File: config.mk
export PLATFORM = sky130hd
export DESIGN_NAME = ccps_top
export DESIGN_NICKNAME = d
export VERILOG_FILES = /design/src/include/ccps_pkg.sv /design/src/verilog/ccps_post.sv /design/src/verilog/ccps_top.sv
export SDC_FILE = /design/constraint.sdc
export NUM_CORES = 2
export LEC_CHECK = 0
export BUFFER_PORTS_ARGS = -buffer_cell sky130_fd_sc_hd__buf_2
export CAP_MARGIN = 20
export CORE_MARGIN = 2
export CORE_UTILIZATION = 65
export DETAILED_ROUTE_END_ITERATION = 16
export GPL_ROUTABILITY_DRIVEN = 0
export PLACE_DENSITY = 0.81
export SLEW_MARGIN = 20
export SYNTH_ARGS = -nofsm -noshare
export SYNTH_HDL_FRONTEND = slang
export SYNTH_SLANG_ARGS = --single-unit
File: constraint.sdc
create_clock -name i_mclk -period 10.96 [get_ports i_mclk]
set_input_delay 1.096 -clock i_mclk [delete_from_list [all_inputs] [get_ports i_mclk]]
set_output_delay 1.096 -clock i_mclk [all_outputs]
set_load 0.02 [all_outputs]
File: src/include/ccps_pkg.sv
// Constants, types and register map of the channel post and schedule block.
// Assumes one clock domain; included before every design file.
package ccps_pkg;
	localparam int NCH = 6;
	// ----------------------------------------
	// Register indices (byte address is four times)
	// ----------------------------------------
	localparam logic [7:0] IDX_FMT [0:5] = '{8'h04, 8'h08, 8'h0C, 8'h10, 8'h14, 8'h18};
	localparam logic [7:0] IDX_SCH [0:5] = '{8'h05, 8'h0A, 8'h0D, 8'h11, 8'h15, 8'h19};
	localparam logic [7:0] IDX_RATE = 8'h20;
	localparam logic [7:0] IDX_PM0 = 8'h21;
	localparam logic [7:0] IDX_LIM1 = 8'h24;
	localparam logic [7:0] IDX_LIM2 = 8'h25;
	localparam logic [7:0] IDX_LIML = 8'h26;
	localparam logic [7:0] IDX_STS = 8'h27;
	localparam logic [7:0] IDX_MSK = 8'h28;
	localparam logic [7:0] IDX_CTL = 8'h29;
	localparam logic [7:0] IDX_FORCE = 8'h2A;
	localparam logic [7:0] IDX_RES0 = 8'h30;
	// ----------------------------------------
	// Field positions
	// ----------------------------------------
	localparam int FMT_WIDE_BIT = 6;
	localparam int FMT_SHIFT_LSB = 3;
	localparam int FMT_POL_BIT = 2;
	localparam int FMT_MODE_LSB = 0;
	localparam int SCH_CNT_LSB = 6;
	localparam int SCH_BANK_BIT = 3;
	localparam int SCH_EM2_BIT = 2;
	localparam int SCH_EM3_BIT = 1;
	localparam int SCH_EM1_BIT = 0;
	localparam int CTL_LEGACY_BIT = 0;
	// ----------------------------------------
	// Reset values, timing, responses
	// ----------------------------------------
	localparam logic [7:0] FMT_RST = 8'h00;
	localparam logic [7:0] SCH_RST = 8'h00;
	localparam int TICK_US = 800;
	localparam int CLK_MHZ = 125;
	localparam int TICK_CYC = TICK_US * CLK_MHZ;
	localparam logic [1:0] RESP_OK = 2'h0;
	localparam logic [1:0] RESP_ERR = 2'h2;
	// ----------------------------------------
	// Types
	// ----------------------------------------
	typedef enum logic [1:0] {CMP_EVERY, CMP_LIM_A, CMP_LIM_B, CMP_WINDOW} ccps_cmp_e;
	typedef struct packed {
		logic [2:0] chan;
		logic [23:0] acc;
	} ccps_sample_s;
	typedef struct packed {
		logic on_one;
		logic on_two;
		logic on_three;
		logic bank;
	} ccps_drive_s;
	typedef struct packed {
		logic valid;
		logic [2:0] chan;
		logic [23:0] result;
		logic hit;
	} ccps_post_s;
	typedef struct packed {
		logic [5:0][7:0] fmt;
		logic [5:0][7:0] sch;
		logic [15:0] rate;
		logic [2:0][7:0] pm;
		logic [23:0] lim1;
		logic [23:0] lim2;
		logic [23:0] liml;
		logic legacy;
		logic [5:0] sts;
		logic [5:0] msk;
		logic irq;
		logic [5:0][23:0] res;
		logic [16:0] tick;
		logic [5:0][23:0] cnt;
		logic [5:0] req;
		logic [5:0] force_req;
		ccps_drive_s drive;
		logic awrdy;
		logic wrdy;
		logic have_aw;
		logic have_w;
		logic [11:0] awaddr;
		logic [31:0] wdata;
		logic [3:0] wstrb;
		logic bvalid;
		logic [1:0] bresp;
		logic arrdy;
		logic rvalid;
		logic [1:0] rresp;
		logic [31:0] rdata;
	} ccps_top_s;
endpackage

File: src/verilog/ccps_post.sv
// Shift, width formatting and threshold compare of one finished sample.
// Assumes configuration and limits come from registers on the same clock.
`timescale 1ns/1ps
`default_nettype none
module ccps_post (
	input wire logic i_mclk,
	input wire logic i_rst,
	input wire logic i_valid,
	input wire logic [2:0] i_chan,
	input wire logic [23:0] i_acc,
	input wire logic [7:0] i_fmt,
	input wire logic [23:0] i_first,
	input wire logic [23:0] i_second,
	input wire logic [23:0] i_low,
	input wire logic i_legacy,
	output logic o_valid,
	output logic [2:0] o_chan,
	output logic [23:0] o_result,
	output logic o_hit
);
	ccps_pkg::ccps_post_s st_reg, st_next;
	logic wide, pol, gt1, lt1, gt2, outw, hit;
	logic [2:0] sh;
	ccps_pkg::ccps_cmp_e mode;
	logic [23:0] shd, res;
	logic signed [24:0] sv, l1, l2, ll;

	// Limits follow the sample format
	function automatic logic signed [24:0] lim(input logic [23:0] x, input logic w);
		lim = w ? {x[23], x} : {9'h000, x[15:0]};
	endfunction

	// Format the sum, then compare the final value
	always_comb begin
		wide = i_fmt[ccps_pkg::FMT_WIDE_BIT];
		sh = i_fmt[ccps_pkg::FMT_SHIFT_LSB +: 3];
		pol = i_fmt[ccps_pkg::FMT_POL_BIT];
		mode = ccps_pkg::ccps_cmp_e'(i_fmt[ccps_pkg::FMT_MODE_LSB +: 2]);
		shd = 24'($signed(i_acc) >>> sh);
		res = wide ? shd : {8'h00, shd[15:0]};
		sv = wide ? {res[23], res} : {1'b0, res};
		l1 = lim(i_first, wide);
		l2 = lim(i_second, wide);
		ll = lim(i_low, wide);
		gt1 = sv > l1;
		lt1 = sv < l1;
		gt2 = sv > l2;
		outw = (sv > l2) || (sv < ll);
		unique case (mode)
			ccps_pkg::CMP_EVERY: hit = 1'b1;
			ccps_pkg::CMP_LIM_A, ccps_pkg::CMP_LIM_B: hit = (i_legacy || !pol) ? gt1 : lt1;
			ccps_pkg::CMP_WINDOW: hit = i_legacy ? gt2 : (pol ? !outw : outw);
		endcase
		st_next.valid = i_valid;
		st_next.chan = i_chan;
		st_next.result = i_valid ? res : st_reg.result;
		st_next.hit = i_valid && hit;
	end

	// State register
	always_ff @(posedge i_mclk) begin
		if (i_rst) begin
			st_reg <= '0;
		end else begin
			st_reg <= st_next;
		end
	end

	assign o_valid = st_reg.valid;
	assign o_chan = st_reg.chan;
	assign o_result = st_reg.result;
	assign o_hit = st_reg.hit;
endmodule // ccps_post
`default_nettype wire

File: src/verilog/ccps_top.sv
// Six-channel result post-processing and measurement scheduler with AXI4-Lite registers.
// Assumes samples, channel select and bus come from logic on i_mclk.
//
// Implementation choice: the AXI4-Lite register port.
`timescale 1ns/1ps
`default_nettype none
module ccps_top #(
	parameter int P_TICK_CYC = ccps_pkg::TICK_CYC
) (
	input wire logic i_mclk,
	input wire logic i_rst,
	input wire logic i_s_axi_awvalid,
	output logic o_s_axi_awready,
	input wire logic [11:0] i_s_axi_awaddr,
	input wire logic i_s_axi_wvalid,
	output logic o_s_axi_wready,
	input wire logic [31:0] i_s_axi_wdata,
	input wire logic [3:0] i_s_axi_wstrb,
	output logic o_s_axi_bvalid,
	input wire logic i_s_axi_bready,
	output logic [1:0] o_s_axi_bresp,
	input wire logic i_s_axi_arvalid,
	output logic o_s_axi_arready,
	input wire logic [11:0] i_s_axi_araddr,
	output logic o_s_axi_rvalid,
	input wire logic i_s_axi_rready,
	output logic [31:0] o_s_axi_rdata,
	output logic [1:0] o_s_axi_rresp,
	input wire logic i_sample_valid,
	input wire ccps_pkg::ccps_sample_s i_sample,
	input wire logic [2:0] i_meas_chan,
	output logic [5:0] o_meas_req,
	output logic [5:0] o_force_req,
	output ccps_pkg::ccps_drive_s o_drive,
	output logic o_irq
);
	localparam logic [16:0] TICK_LAST = 17'(P_TICK_CYC - 1);

	ccps_pkg::ccps_top_s st_reg, st_next;
	logic post_valid, post_hit, tick_hit;
	logic [2:0] post_chan;
	logic [23:0] post_result;
	logic samp_ok, rd_hit, wr_hit, wr_go;
	logic [7:0] samp_fmt, ri, wi, drv_cfg;
	logic [31:0] rd_val, wv;
	logic [5:0] sts_clr, sts_set;
	logic [5:0][23:0] per;

	// Byte-lane merge of a write into the old word
	function automatic logic [31:0] mrg(input logic [31:0] old, input logic [31:0] d,
		input logic [3:0] s);
		mrg = old;
		for (int b = 0; b < 4; b++) begin
			if (s[b]) begin
				mrg[8*b +: 8] = d[8*b +: 8];
			end
		end
	endfunction

	// ----------------------------------------
	// Post-processing of finished samples
	// ----------------------------------------
	// Samples naming a channel past five are dropped
	assign samp_ok = i_sample_valid && (i_sample.chan < 3'd6);
	assign samp_fmt = samp_ok ? st_reg.fmt[i_sample.chan] : ccps_pkg::FMT_RST;

	ccps_post u_ccps_post (
		.i_mclk(i_mclk),
		.i_rst(i_rst),
		.i_valid(samp_ok),
		.i_chan(i_sample.chan),
		.i_acc(i_sample.acc),
		.i_fmt(samp_fmt),
		.i_first(st_reg.lim1),
		.i_second(st_reg.lim2),
		.i_low(st_reg.liml),
		.i_legacy(st_reg.legacy),
		.o_valid(post_valid),
		.o_chan(post_chan),
		.o_result(post_result),
		.o_hit(post_hit)
	);

	// ----------------------------------------
	// Per-channel measurement period
	// ----------------------------------------
	for (genvar g = 0; g < ccps_pkg::NCH; g++) begin : g_ch
		logic [1:0] csel;
		logic [7:0] pmsel;
		// Counter select zero picks no multiplier at all
		assign csel = st_reg.sch[g][ccps_pkg::SCH_CNT_LSB +: 2];
		assign pmsel = (csel == 2'h0) ? 8'h00 : st_reg.pm[csel - 2'h1];
		// Zero rate or zero multiplier gives a zero period
		assign per[g] = {8'h00, st_reg.rate} * {16'h0000, pmsel};
	end

	assign tick_hit = (st_reg.tick == TICK_LAST);
	assign wr_go = st_reg.have_aw && st_reg.have_w && !st_reg.bvalid;
	assign wi = st_reg.awaddr[9:2];
	assign ri = i_s_axi_araddr[9:2];
	assign drv_cfg = (i_meas_chan < 3'd6) ? st_reg.sch[i_meas_chan] : ccps_pkg::SCH_RST;

	// ----------------------------------------
	// Register read decode
	// ----------------------------------------
	always_comb begin
		rd_val = 32'h0000_0000;
		rd_hit = 1'b0;
		for (int c = 0; c < ccps_pkg::NCH; c++) begin
			if (ri == ccps_pkg::IDX_FMT[c]) begin
				rd_val = {24'h000000, st_reg.fmt[c]};
				rd_hit = 1'b1;
			end
			if (ri == ccps_pkg::IDX_SCH[c]) begin
				rd_val = {24'h000000, st_reg.sch[c]};
				rd_hit = 1'b1;
			end
			if (ri == ccps_pkg::IDX_RES0 + 8'(c)) begin
				rd_val = {8'h00, st_reg.res[c]};
				rd_hit = 1'b1;
			end
		end
		for (int k = 0; k < 3; k++) begin
			if (ri == ccps_pkg::IDX_PM0 + 8'(k)) begin
				rd_val = {24'h000000, st_reg.pm[k]};
				rd_hit = 1'b1;
			end
		end
		if (ri == ccps_pkg::IDX_RATE) begin
			rd_val = {16'h0000, st_reg.rate};
			rd_hit = 1'b1;
		end
		if (ri == ccps_pkg::IDX_LIM1) begin
			rd_val = {8'h00, st_reg.lim1};
			rd_hit = 1'b1;
		end
		if (ri == ccps_pkg::IDX_LIM2) begin
			rd_val = {8'h00, st_reg.lim2};
			rd_hit = 1'b1;
		end
		if (ri == ccps_pkg::IDX_LIML) begin
			rd_val = {8'h00, st_reg.liml};
			rd_hit = 1'b1;
		end
		if (ri == ccps_pkg::IDX_STS) begin
			rd_val = {26'h0000000, st_reg.sts};
			rd_hit = 1'b1;
		end
		if (ri == ccps_pkg::IDX_MSK) begin
			rd_val = {26'h0000000, st_reg.msk};
			rd_hit = 1'b1;
		end
		if (ri == ccps_pkg::IDX_CTL) begin
			rd_val = {31'h00000000, st_reg.legacy};
			rd_hit = 1'b1;
		end
		if (ri == ccps_pkg::IDX_FORCE) begin
			rd_hit = 1'b1;
		end
		// Upper address bits outside the map
		if (i_s_axi_araddr[11:10] != 2'h0) begin
			rd_val = 32'h0000_0000;
			rd_hit = 1'b0;
		end
	end

	// ----------------------------------------
	// Next state
	// ----------------------------------------
	always_comb begin
		st_next = st_reg;
		wr_hit = 1'b0;
		sts_clr = 6'h00;
		sts_set = 6'h00;
		wv = mrg(32'h0000_0000, st_reg.wdata, st_reg.wstrb);
		st_next.force_req = 6'h00;

		// Write address and data are taken in either order
		if (i_s_axi_awvalid && st_reg.awrdy) begin
			st_next.have_aw = 1'b1;
			st_next.awaddr = i_s_axi_awaddr;
		end
		if (i_s_axi_wvalid && st_reg.wrdy) begin
			st_next.have_w = 1'b1;
			st_next.wdata = i_s_axi_wdata;
			st_next.wstrb = i_s_axi_wstrb;
		end
		if (st_reg.bvalid && i_s_axi_bready) begin
			st_next.bvalid = 1'b0;
		end

		// Commit a write once both halves are held
		if (wr_go) begin
			for (int c = 0; c < ccps_pkg::NCH; c++) begin
				if (wi == ccps_pkg::IDX_FMT[c]) begin
					st_next.fmt[c] = 8'(mrg({24'h0, st_reg.fmt[c]}, st_reg.wdata, st_reg.wstrb));
					wr_hit = 1'b1;
				end
				if (wi == ccps_pkg::IDX_SCH[c]) begin
					st_next.sch[c] = 8'(mrg({24'h0, st_reg.sch[c]}, st_reg.wdata, st_reg.wstrb));
					wr_hit = 1'b1;
				end
				if (wi == ccps_pkg::IDX_RES0 + 8'(c)) begin
					wr_hit = 1'b1;
				end
			end
			for (int k = 0; k < 3; k++) begin
				if (wi == ccps_pkg::IDX_PM0 + 8'(k)) begin
					st_next.pm[k] = 8'(mrg({24'h0, st_reg.pm[k]}, st_reg.wdata, st_reg.wstrb));
					wr_hit = 1'b1;
				end
			end
			if (wi == ccps_pkg::IDX_RATE) begin
				st_next.rate = 16'(mrg({16'h0, st_reg.rate}, st_reg.wdata, st_reg.wstrb));
				wr_hit = 1'b1;
			end
			if (wi == ccps_pkg::IDX_LIM1) begin
				st_next.lim1 = 24'(mrg({8'h0, st_reg.lim1}, st_reg.wdata, st_reg.wstrb));
				wr_hit = 1'b1;
			end
			if (wi == ccps_pkg::IDX_LIM2) begin
				st_next.lim2 = 24'(mrg({8'h0, st_reg.lim2}, st_reg.wdata, st_reg.wstrb));
				wr_hit = 1'b1;
			end
			if (wi == ccps_pkg::IDX_LIML) begin
				st_next.liml = 24'(mrg({8'h0, st_reg.liml}, st_reg.wdata, st_reg.wstrb));
				wr_hit = 1'b1;
			end
			if (wi == ccps_pkg::IDX_STS) begin
				sts_clr = wv[5:0];
				wr_hit = 1'b1;
			end
			if (wi == ccps_pkg::IDX_MSK) begin
				st_next.msk = 6'(mrg({26'h0, st_reg.msk}, st_reg.wdata, st_reg.wstrb));
				wr_hit = 1'b1;
			end
			if (wi == ccps_pkg::IDX_CTL) begin
				st_next.legacy = wv[ccps_pkg::CTL_LEGACY_BIT];
				wr_hit = 1'b1;
			end
			if (wi == ccps_pkg::IDX_FORCE) begin
				st_next.force_req = wv[5:0];
				wr_hit = 1'b1;
			end
			if (st_reg.awaddr[11:10] != 2'h0) begin
				wr_hit = 1'b0;
			end
			st_next.have_aw = 1'b0;
			st_next.have_w = 1'b0;
			st_next.bvalid = 1'b1;
			st_next.bresp = wr_hit ? ccps_pkg::RESP_OK : ccps_pkg::RESP_ERR;
		end
		st_next.awrdy = !st_next.have_aw;
		st_next.wrdy = !st_next.have_w;

		// Reads answer on the same edge that takes the address
		if (st_reg.rvalid && i_s_axi_rready) begin
			st_next.rvalid = 1'b0;
		end
		if (i_s_axi_arvalid && st_reg.arrdy) begin
			st_next.rvalid = 1'b1;
			st_next.rdata = rd_val;
			st_next.rresp = rd_hit ? ccps_pkg::RESP_OK : ccps_pkg::RESP_ERR;
		end
		st_next.arrdy = !st_next.rvalid;

		// Store each final result and flag its event
		if (post_valid && (post_chan < 3'd6)) begin
			st_next.res[post_chan] = post_result;
			sts_set[post_chan] = post_hit;
		end
		// An event in the clearing cycle survives
		st_next.sts = (st_reg.sts & ~sts_clr) | sts_set;
		st_next.irq = |(st_next.sts & st_next.msk);

		// Base tick and autonomous period counters
		st_next.tick = tick_hit ? 17'h00000 : st_reg.tick + 17'h00001;
		for (int c = 0; c < ccps_pkg::NCH; c++) begin
			st_next.req[c] = 1'b0;
			if (per[c] == 24'h000000) begin
				st_next.cnt[c] = 24'h000000;
			end else if (tick_hit) begin
				if (st_reg.cnt[c] + 24'h000001 >= per[c]) begin
					st_next.req[c] = 1'b1;
					st_next.cnt[c] = 24'h000000;
				end else begin
					st_next.cnt[c] = st_reg.cnt[c] + 24'h000001;
				end
			end
		end

		// Emitter enables and current bank of the channel being measured
		st_next.drive.on_one = drv_cfg[ccps_pkg::SCH_EM1_BIT];
		st_next.drive.on_two = drv_cfg[ccps_pkg::SCH_EM2_BIT];
		st_next.drive.on_three = drv_cfg[ccps_pkg::SCH_EM3_BIT];
		st_next.drive.bank = drv_cfg[ccps_pkg::SCH_BANK_BIT];
	end

	// State register
	always_ff @(posedge i_mclk) begin
		if (i_rst) begin
			st_reg <= '0;
			st_reg.fmt <= {6{ccps_pkg::FMT_RST}};
			st_reg.sch <= {6{ccps_pkg::SCH_RST}};
		end else begin
			st_reg <= st_next;
		end
	end

	// ----------------------------------------
	// Outputs
	// ----------------------------------------
	assign o_s_axi_awready = st_reg.awrdy;
	assign o_s_axi_wready = st_reg.wrdy;
	assign o_s_axi_bvalid = st_reg.bvalid;
	assign o_s_axi_bresp = st_reg.bresp;
	assign o_s_axi_arready = st_reg.arrdy;
	assign o_s_axi_rvalid = st_reg.rvalid;
	assign o_s_axi_rdata = st_reg.rdata;
	assign o_s_axi_rresp = st_reg.rresp;
	assign o_meas_req = st_reg.req;
	assign o_force_req = st_reg.force_req;
	assign o_drive = st_reg.drive;
	assign o_irq = st_reg.irq;
endmodule // ccps_top
`default_nettype wire

# Word level (Yosys, flattened, before mapping)
# Index checks and enable logic that the tools add are counted.
# op_classes
n_mux	155
mul	6
n_lt_le_gt_ge	23
n_eq_ne	62
reduce_logical	79
addsub	13
n_bitwise	9
shifts	1
# op_table
cell	count
2-to-1 mux 32 bit	28
== test 8 x 6 -> 1 bit, second input constant	34
2-to-1 mux 24 bit	8
adder 24 x 1 -> 24 bit, second input constant	6
bitwise mux 144 bit	1
>= comparator 24 bit	6
logical NOT 24 bit	6
multiplier 16 x 8 -> 24 bit	6
2-to-1 mux 8 bit	13
2-to-1 mux 25 bit	4
binary-select mux 8 bit (select 2 bit)	6
== test 8 x 5 -> 1 bit, second input constant	12
AND reduction 3 bit	26
2-to-1 mux 1 bit	75
demux 24 bit (select 3 bit)	1
== test 8 x 4 -> 1 bit, second input constant	8
greater-than comparator 25 bit	2
less-than comparator 25 bit	2
binary-select mux 8 bit (select 3 bit)	2
2-to-1 mux 6 bit	7
2-to-1 mux 35 bit	1
== test 8 x 3 -> 1 bit, second input constant	4
>>> shifter 24 x 3 -> 24 bit	1
OR reduction 3 bit	7
other kinds (27)	82
# word_totals
output_inout_bits	58
ff_bits	654
inputBits	98
elab_cells	419

# Longest topological paths before layout
# logic_depth
word_depth	34
ltp_mapped	38

# By module
# A second synthesis with hierarchy kept.
# unflattened
cells_unflattened	7613
area_unflattened_um2	62865.3
# modules_own_cells
mod	instances	area_per_inst_um2	cells_per_inst	seq_area_each_um2
ccps_top	1	59097.9	7163	12271.8
ccps_post	1	3767.4	450	580.6

# Worst setup path before layout
# Ideal clock, no wire load.
# synth_path
path_kind	reg2reg
startpoint	reg st_reg (netlist bit g_ch[5].csel[0])
endpoint	reg st_reg[240] in the netlist's numbering
path_stages_with_launch	37
arrival_ns	8.259
synth_period_minus_slack_ns	8.323
slack_ns	2.637
path_buffers	6
cell_sequence	dfxtp_1 clkinv_1 ha_1 clkbuf_1 nor2b_1 clkbuf_1 a21oi_1 nor2_1 clkbuf_1 and2_1 fa_1 fa_1 fa_1 inv_1 fa_1 inv_1 ha_1 buf_2 a21o_1 a211o_1 a21o_1 a2111oi_0 o32ai_1 a21o_1 a21oi_1 xor2_1 ha_1 a21o_1 a21oi_1 nand4_1 a2bb2oi_1 nand2b_1 clkbuf_1 clkbuf_1 nor3b_1 a21oi_1 nor2_1
# synth_between
elab_chain_cells	7
# synth_lines
item	line_no	source
start: declaration	ccps_top.sv:39	ccps_pkg::ccps_top_s st_reg, st_next;
start signal: assignment	ccps_top.sv:306	st_reg <= st_next;
subtractor 2 x 1 -> 2 bit	ccps_top.sv:92	assign pmsel = (csel == 2'h0) ? 8'h00 : st_reg.pm[csel - 2'h1];
binary-select mux 8 bit (select 2 bit)	ccps_top.sv:92	
2-to-1 mux 8 bit (implied by the code)	ccps_top.sv:92	
2-to-1 mux 8 bit (*)	ccps_top.sv:92	
multiplier 16 x 8 -> 24 bit (*)	ccps_top.sv:94	assign per[g] = {8'h00, st_reg.rate} * {16'h0000, pmsel};
>= comparator 24 bit or logical NOT 24 bit (tied branches)	ccps_top.sv:283, ccps_top.sv:280	
2-to-1 mux 24 bit or OR reduction 2 bit (tied branches)	--	
# Every way passes the cells marked *; elsewhere a longest branch is shown, timed or not. The select of a mux whose other input is x is not followed.
# A chain may end at the register's enable or synchronous reset.

# Final worst setup path
# layout_path
startpoint	reg st_reg (netlist bit g_ch[4].csel[0])
endpoint	reg st_reg[217] in the netlist's numbering
# Same word-level chain as after synthesis.

==> impl_metrics.py <==
metrics = {
    "setup_path": {
        "rr_worst_depth": 32,
        "setup.worst_path.end": "st_reg[217]$_SDFFE_PP0N_",
        "start_kind": "flop",
        "crit_type": "reg2reg",
        "critPathCaptureType": "flop",
        "critPathArrivalTime_ns": 10.42,
        "cpMostUsedCell": "fa_1",
        "worstReg2RegStart": "g_ch[4].csel[0]$_SDFFE_PP0P_",
        "cp-startpoint": "g_ch[4].csel[0]$_SDFFE_PP0P_",
        "ff2ff_setup_slack_ns": 1.05,
        "path_max_fanout": 18,
        "crit_path_max_incr_delay_ns": 0.80,
        "required_ns": 11.48,
        "rr_endpoint": "st_reg[217]$_SDFFE_PP0N_",
        "cp_slowest_cell": "nor2_1",
    },
    "sta": {
        "fin_setup_tns_ns": 0,
        "drv_slew": 0,
        "max_slew_margin": 0.144,
        "period_share": 0.904,
        "fmax_mhz": 101,
        "clock_skew_ns": 0.0543,
        "hold_viol": 0,
        "setup_viol": 0,
        "period_needed_ns": 9.91,
        "worst_pin_slew_ns": 1.28,
        "rsz0062_at_grt": "no",
    },
    "clocking": {
        "ctsHoldBuffers": 0,
        "htreeDepth": 3,
        "clkTransAtPathRegs_ns": 0.06,
        "cts_tree": "built",
        "cts_resized": 0,
        "post-cts-setup-buffers": 0,
        "clockRootBuffer": "clkbuf_16",
        "clock_sinks": 642,
        "cts.path.max_buffers": 3,
        "cts_made_buffers": 73,
        "clk_latency_ns": 0.68,
    },
    "floorplanning": {
        "die_w_um": 312,
        "floorplan.io_pins": 156,
        "rows": 113,
        "die_h_um": 312,
        "dieArea_sq_mm": 0.0975,
        "start_util": 0.653,
        "core-area_sq_mm": 0.0946,
    },
    "detailed_routing": {
        "drtIter0Drc": 5702,
        "drc": 0,
        "detail_route.vias_per_cell": 6.25,
        "postRouteAntennaNets": 0,
        "wl_um": 175000,
        "vias": 54300,
        "wire_per_inst_um": 20.2,
        "drtPass1Iterations": 10,
    },
    "power": {
        "sequentialPowerShare": 0.451,
        "power.switching_uw": 1300,
        "p_leak_uw": 0.0298,
        "p_comb_frac": 0.044,
        "p_int_uw": 3980,
        "power_frac_clock": 0.505,
        "power_density_mw_per_mm2": 81.0,
        "switching_share": 0.246,
        "ir_drop_uv": 129,
    },
    "grt": {
        "grt_pass1_vias": 53500,
        "grt_start_max_net_pins": 164,
        "grt-ovfl-total": 0,
        "grtUsageTotal": 0.354,
        "grt_pass1_wl_um": 280000,
        "antenna_found_initial": 11,
    },
    "hold_path": {
        "hp-class": "reg2reg",
        "hp-start": "st_reg[360]$_SDFFE_PP0P_",
    },
    "synthesis": {
        "synth.avg_cell_area_sq_um": 8.19,
        "ys_seq_area_frac": 0.208,
        "yosys.area.top_type": "dfxtp_1",
        "synth_seq_cells": 642,
        "synth_area_leaders": "dfxtp_1, fa_1, ha_1",
        "synth_area_sq_mm": 0.0618,
        "synth_top_area_share": 0.208,
        "async_reset_ff_frac": 0,
        "yosysWarnings": 0,
        "synth_edf_count": 0,
        "netlist_instances": 7548,
        "yosys.cell_types.count": 102,
        "synthFlopType": "dfxtp_1",
    },
    "placement": {
        "dp_hpwl_um": 124000,
        "dpl-instance-area_sq_mm": 0.0625,
        "numPortBuffers": 132,
    },
    "cells_and_area": {
        "syn_to_final_growth_pct": 5.45,
        "final_area_sq_mm": 0.0652,
        "nNetsFinal": 8452,
        "largest_reg_flops": 553,
        "final_cell_mix": "nand2_1, inv_1, nor2_1",
        "drive_gt1_frac": 0.0573,
        "final_common_cell": "nand2_1",
    },
    "run": {
        "cap_violations": 0,
    },
    "run_status": {
        "status": "finished clean",
    },
}
[how the worst min path moves through the flow]
stage | endpoint | slack (ns) | cells after the start
5_1_grt | st_reg[397]$_SDFFE_PP0P_ | 0.47 | 2
2_1_floorplan | o_s_axi_rdata[2]$_SDFFE_PP0P_ | 0.43 | 2
3_3_place_gp | st_reg[345]$_SDFFE_PP0P_ | 0.44 | 2
3_5_place_dp | st_reg[363]$_SDFFE_PP0P_ | 0.45 | 2
6_report | st_reg[360]$_SDFFE_PP0P_ | 0.46 | 2
4_1_cts | st_reg[363]$_SDFFE_PP0P_ | 0.45 | 2
[area by class of cell]
cell class / instances / area (sq um)
diodes: 5 / 12.5
clock buffers: 97 / 2070
inverters: 689 / 2590
well taps: 1265 / 1580
flip-flops and latches: 642 / 12900
fillers: 7341 / 29400
multi-input cells: 5737 / 44300
repair buffers: 210 / 1270
clock inverters: 36 / 522
[cells by family (layout without fill, tap and decap cells)]
| group | count (synthesis) | count (layout) | synth area share |
|---|---|---|---|
| AO/OA/AOI/OAI | 1294 | 1294 | 0.133 |
| XOR/XNOR | 251 | 251 | 0.0356 |
| adder cells (fa/ha/maj) | 1001 | 1001 | 0.264 |
| buffers and inverters | 1178 | 1032 | 0.0769 |
| flip-flops | 642 | 642 | 0.208 |
| multiplexers | 355 | 355 | 0.0597 |
| other | 1 | 15 | 0.0000607 |
| AND/OR/NAND/NOR | 2826 | 2826 | 0.223 |
[worst max-delay path, delay by kind of cell, from the launching register on]
kind / cells / cell delay (ns)
fa+ha+maj: 7 / 3.36
compound gates: 12 / 2.86
simple gates: 7 / 2.19
buf+inv: 5 / 0.77
flops: 1 / 0.38
xor+xnor: 1 / 0.18
[power by group through the flow]
stage                     registers [uW]  logic [uW]  clock network, uW
after CTS                           2380         221               2680
after detailed placement            2430         219                  0
after global placement              2430         215                  0
after floorplan                     2420         148                  0
after global routing                2380         245               2770
final                               2380         232               2660
[cell usage after synthesis, types with 86 or more instances]
cell and count:
o21ai_0 205, and2_1 592, xor2_1 110, nor3_1 192, mux2i_1 330, a21oi_1 513, nand3_1 138, clkbuf_1 386
ha_1 497, inv_1 681, fa_1 504, nand2_1 847, nor2_1 648, a22oi_1 86, a21o_1 91, xnor2_1 141
dfxtp_1 642
[stage by stage]
stage               hold WS (ns)  utilization  power, uW  instances  setup WS, ns
finish                     0.456        0.689       5280       8681          1.05
global route               0.469        0.689       5390       8680         0.254
CTS                        0.454        0.689       5280       8675          1.29
detailed placement         0.446        0.661       2650       8542          1.33
global placement           0.441        0.661       2640       8542          1.60
floorplan                  0.426            -       2570       7557          2.64
[per-layer routing]
metal	up-vias	wire (um)	global-route usage
met5	-	69	0
met4	8	10900	0.189
met3	699	17800	0.0812
met2	2610	79400	0.574
met1	26100	67300	0.439
li1	24900	-	-
No activity file was read; power rests on OpenSTA's default activity.
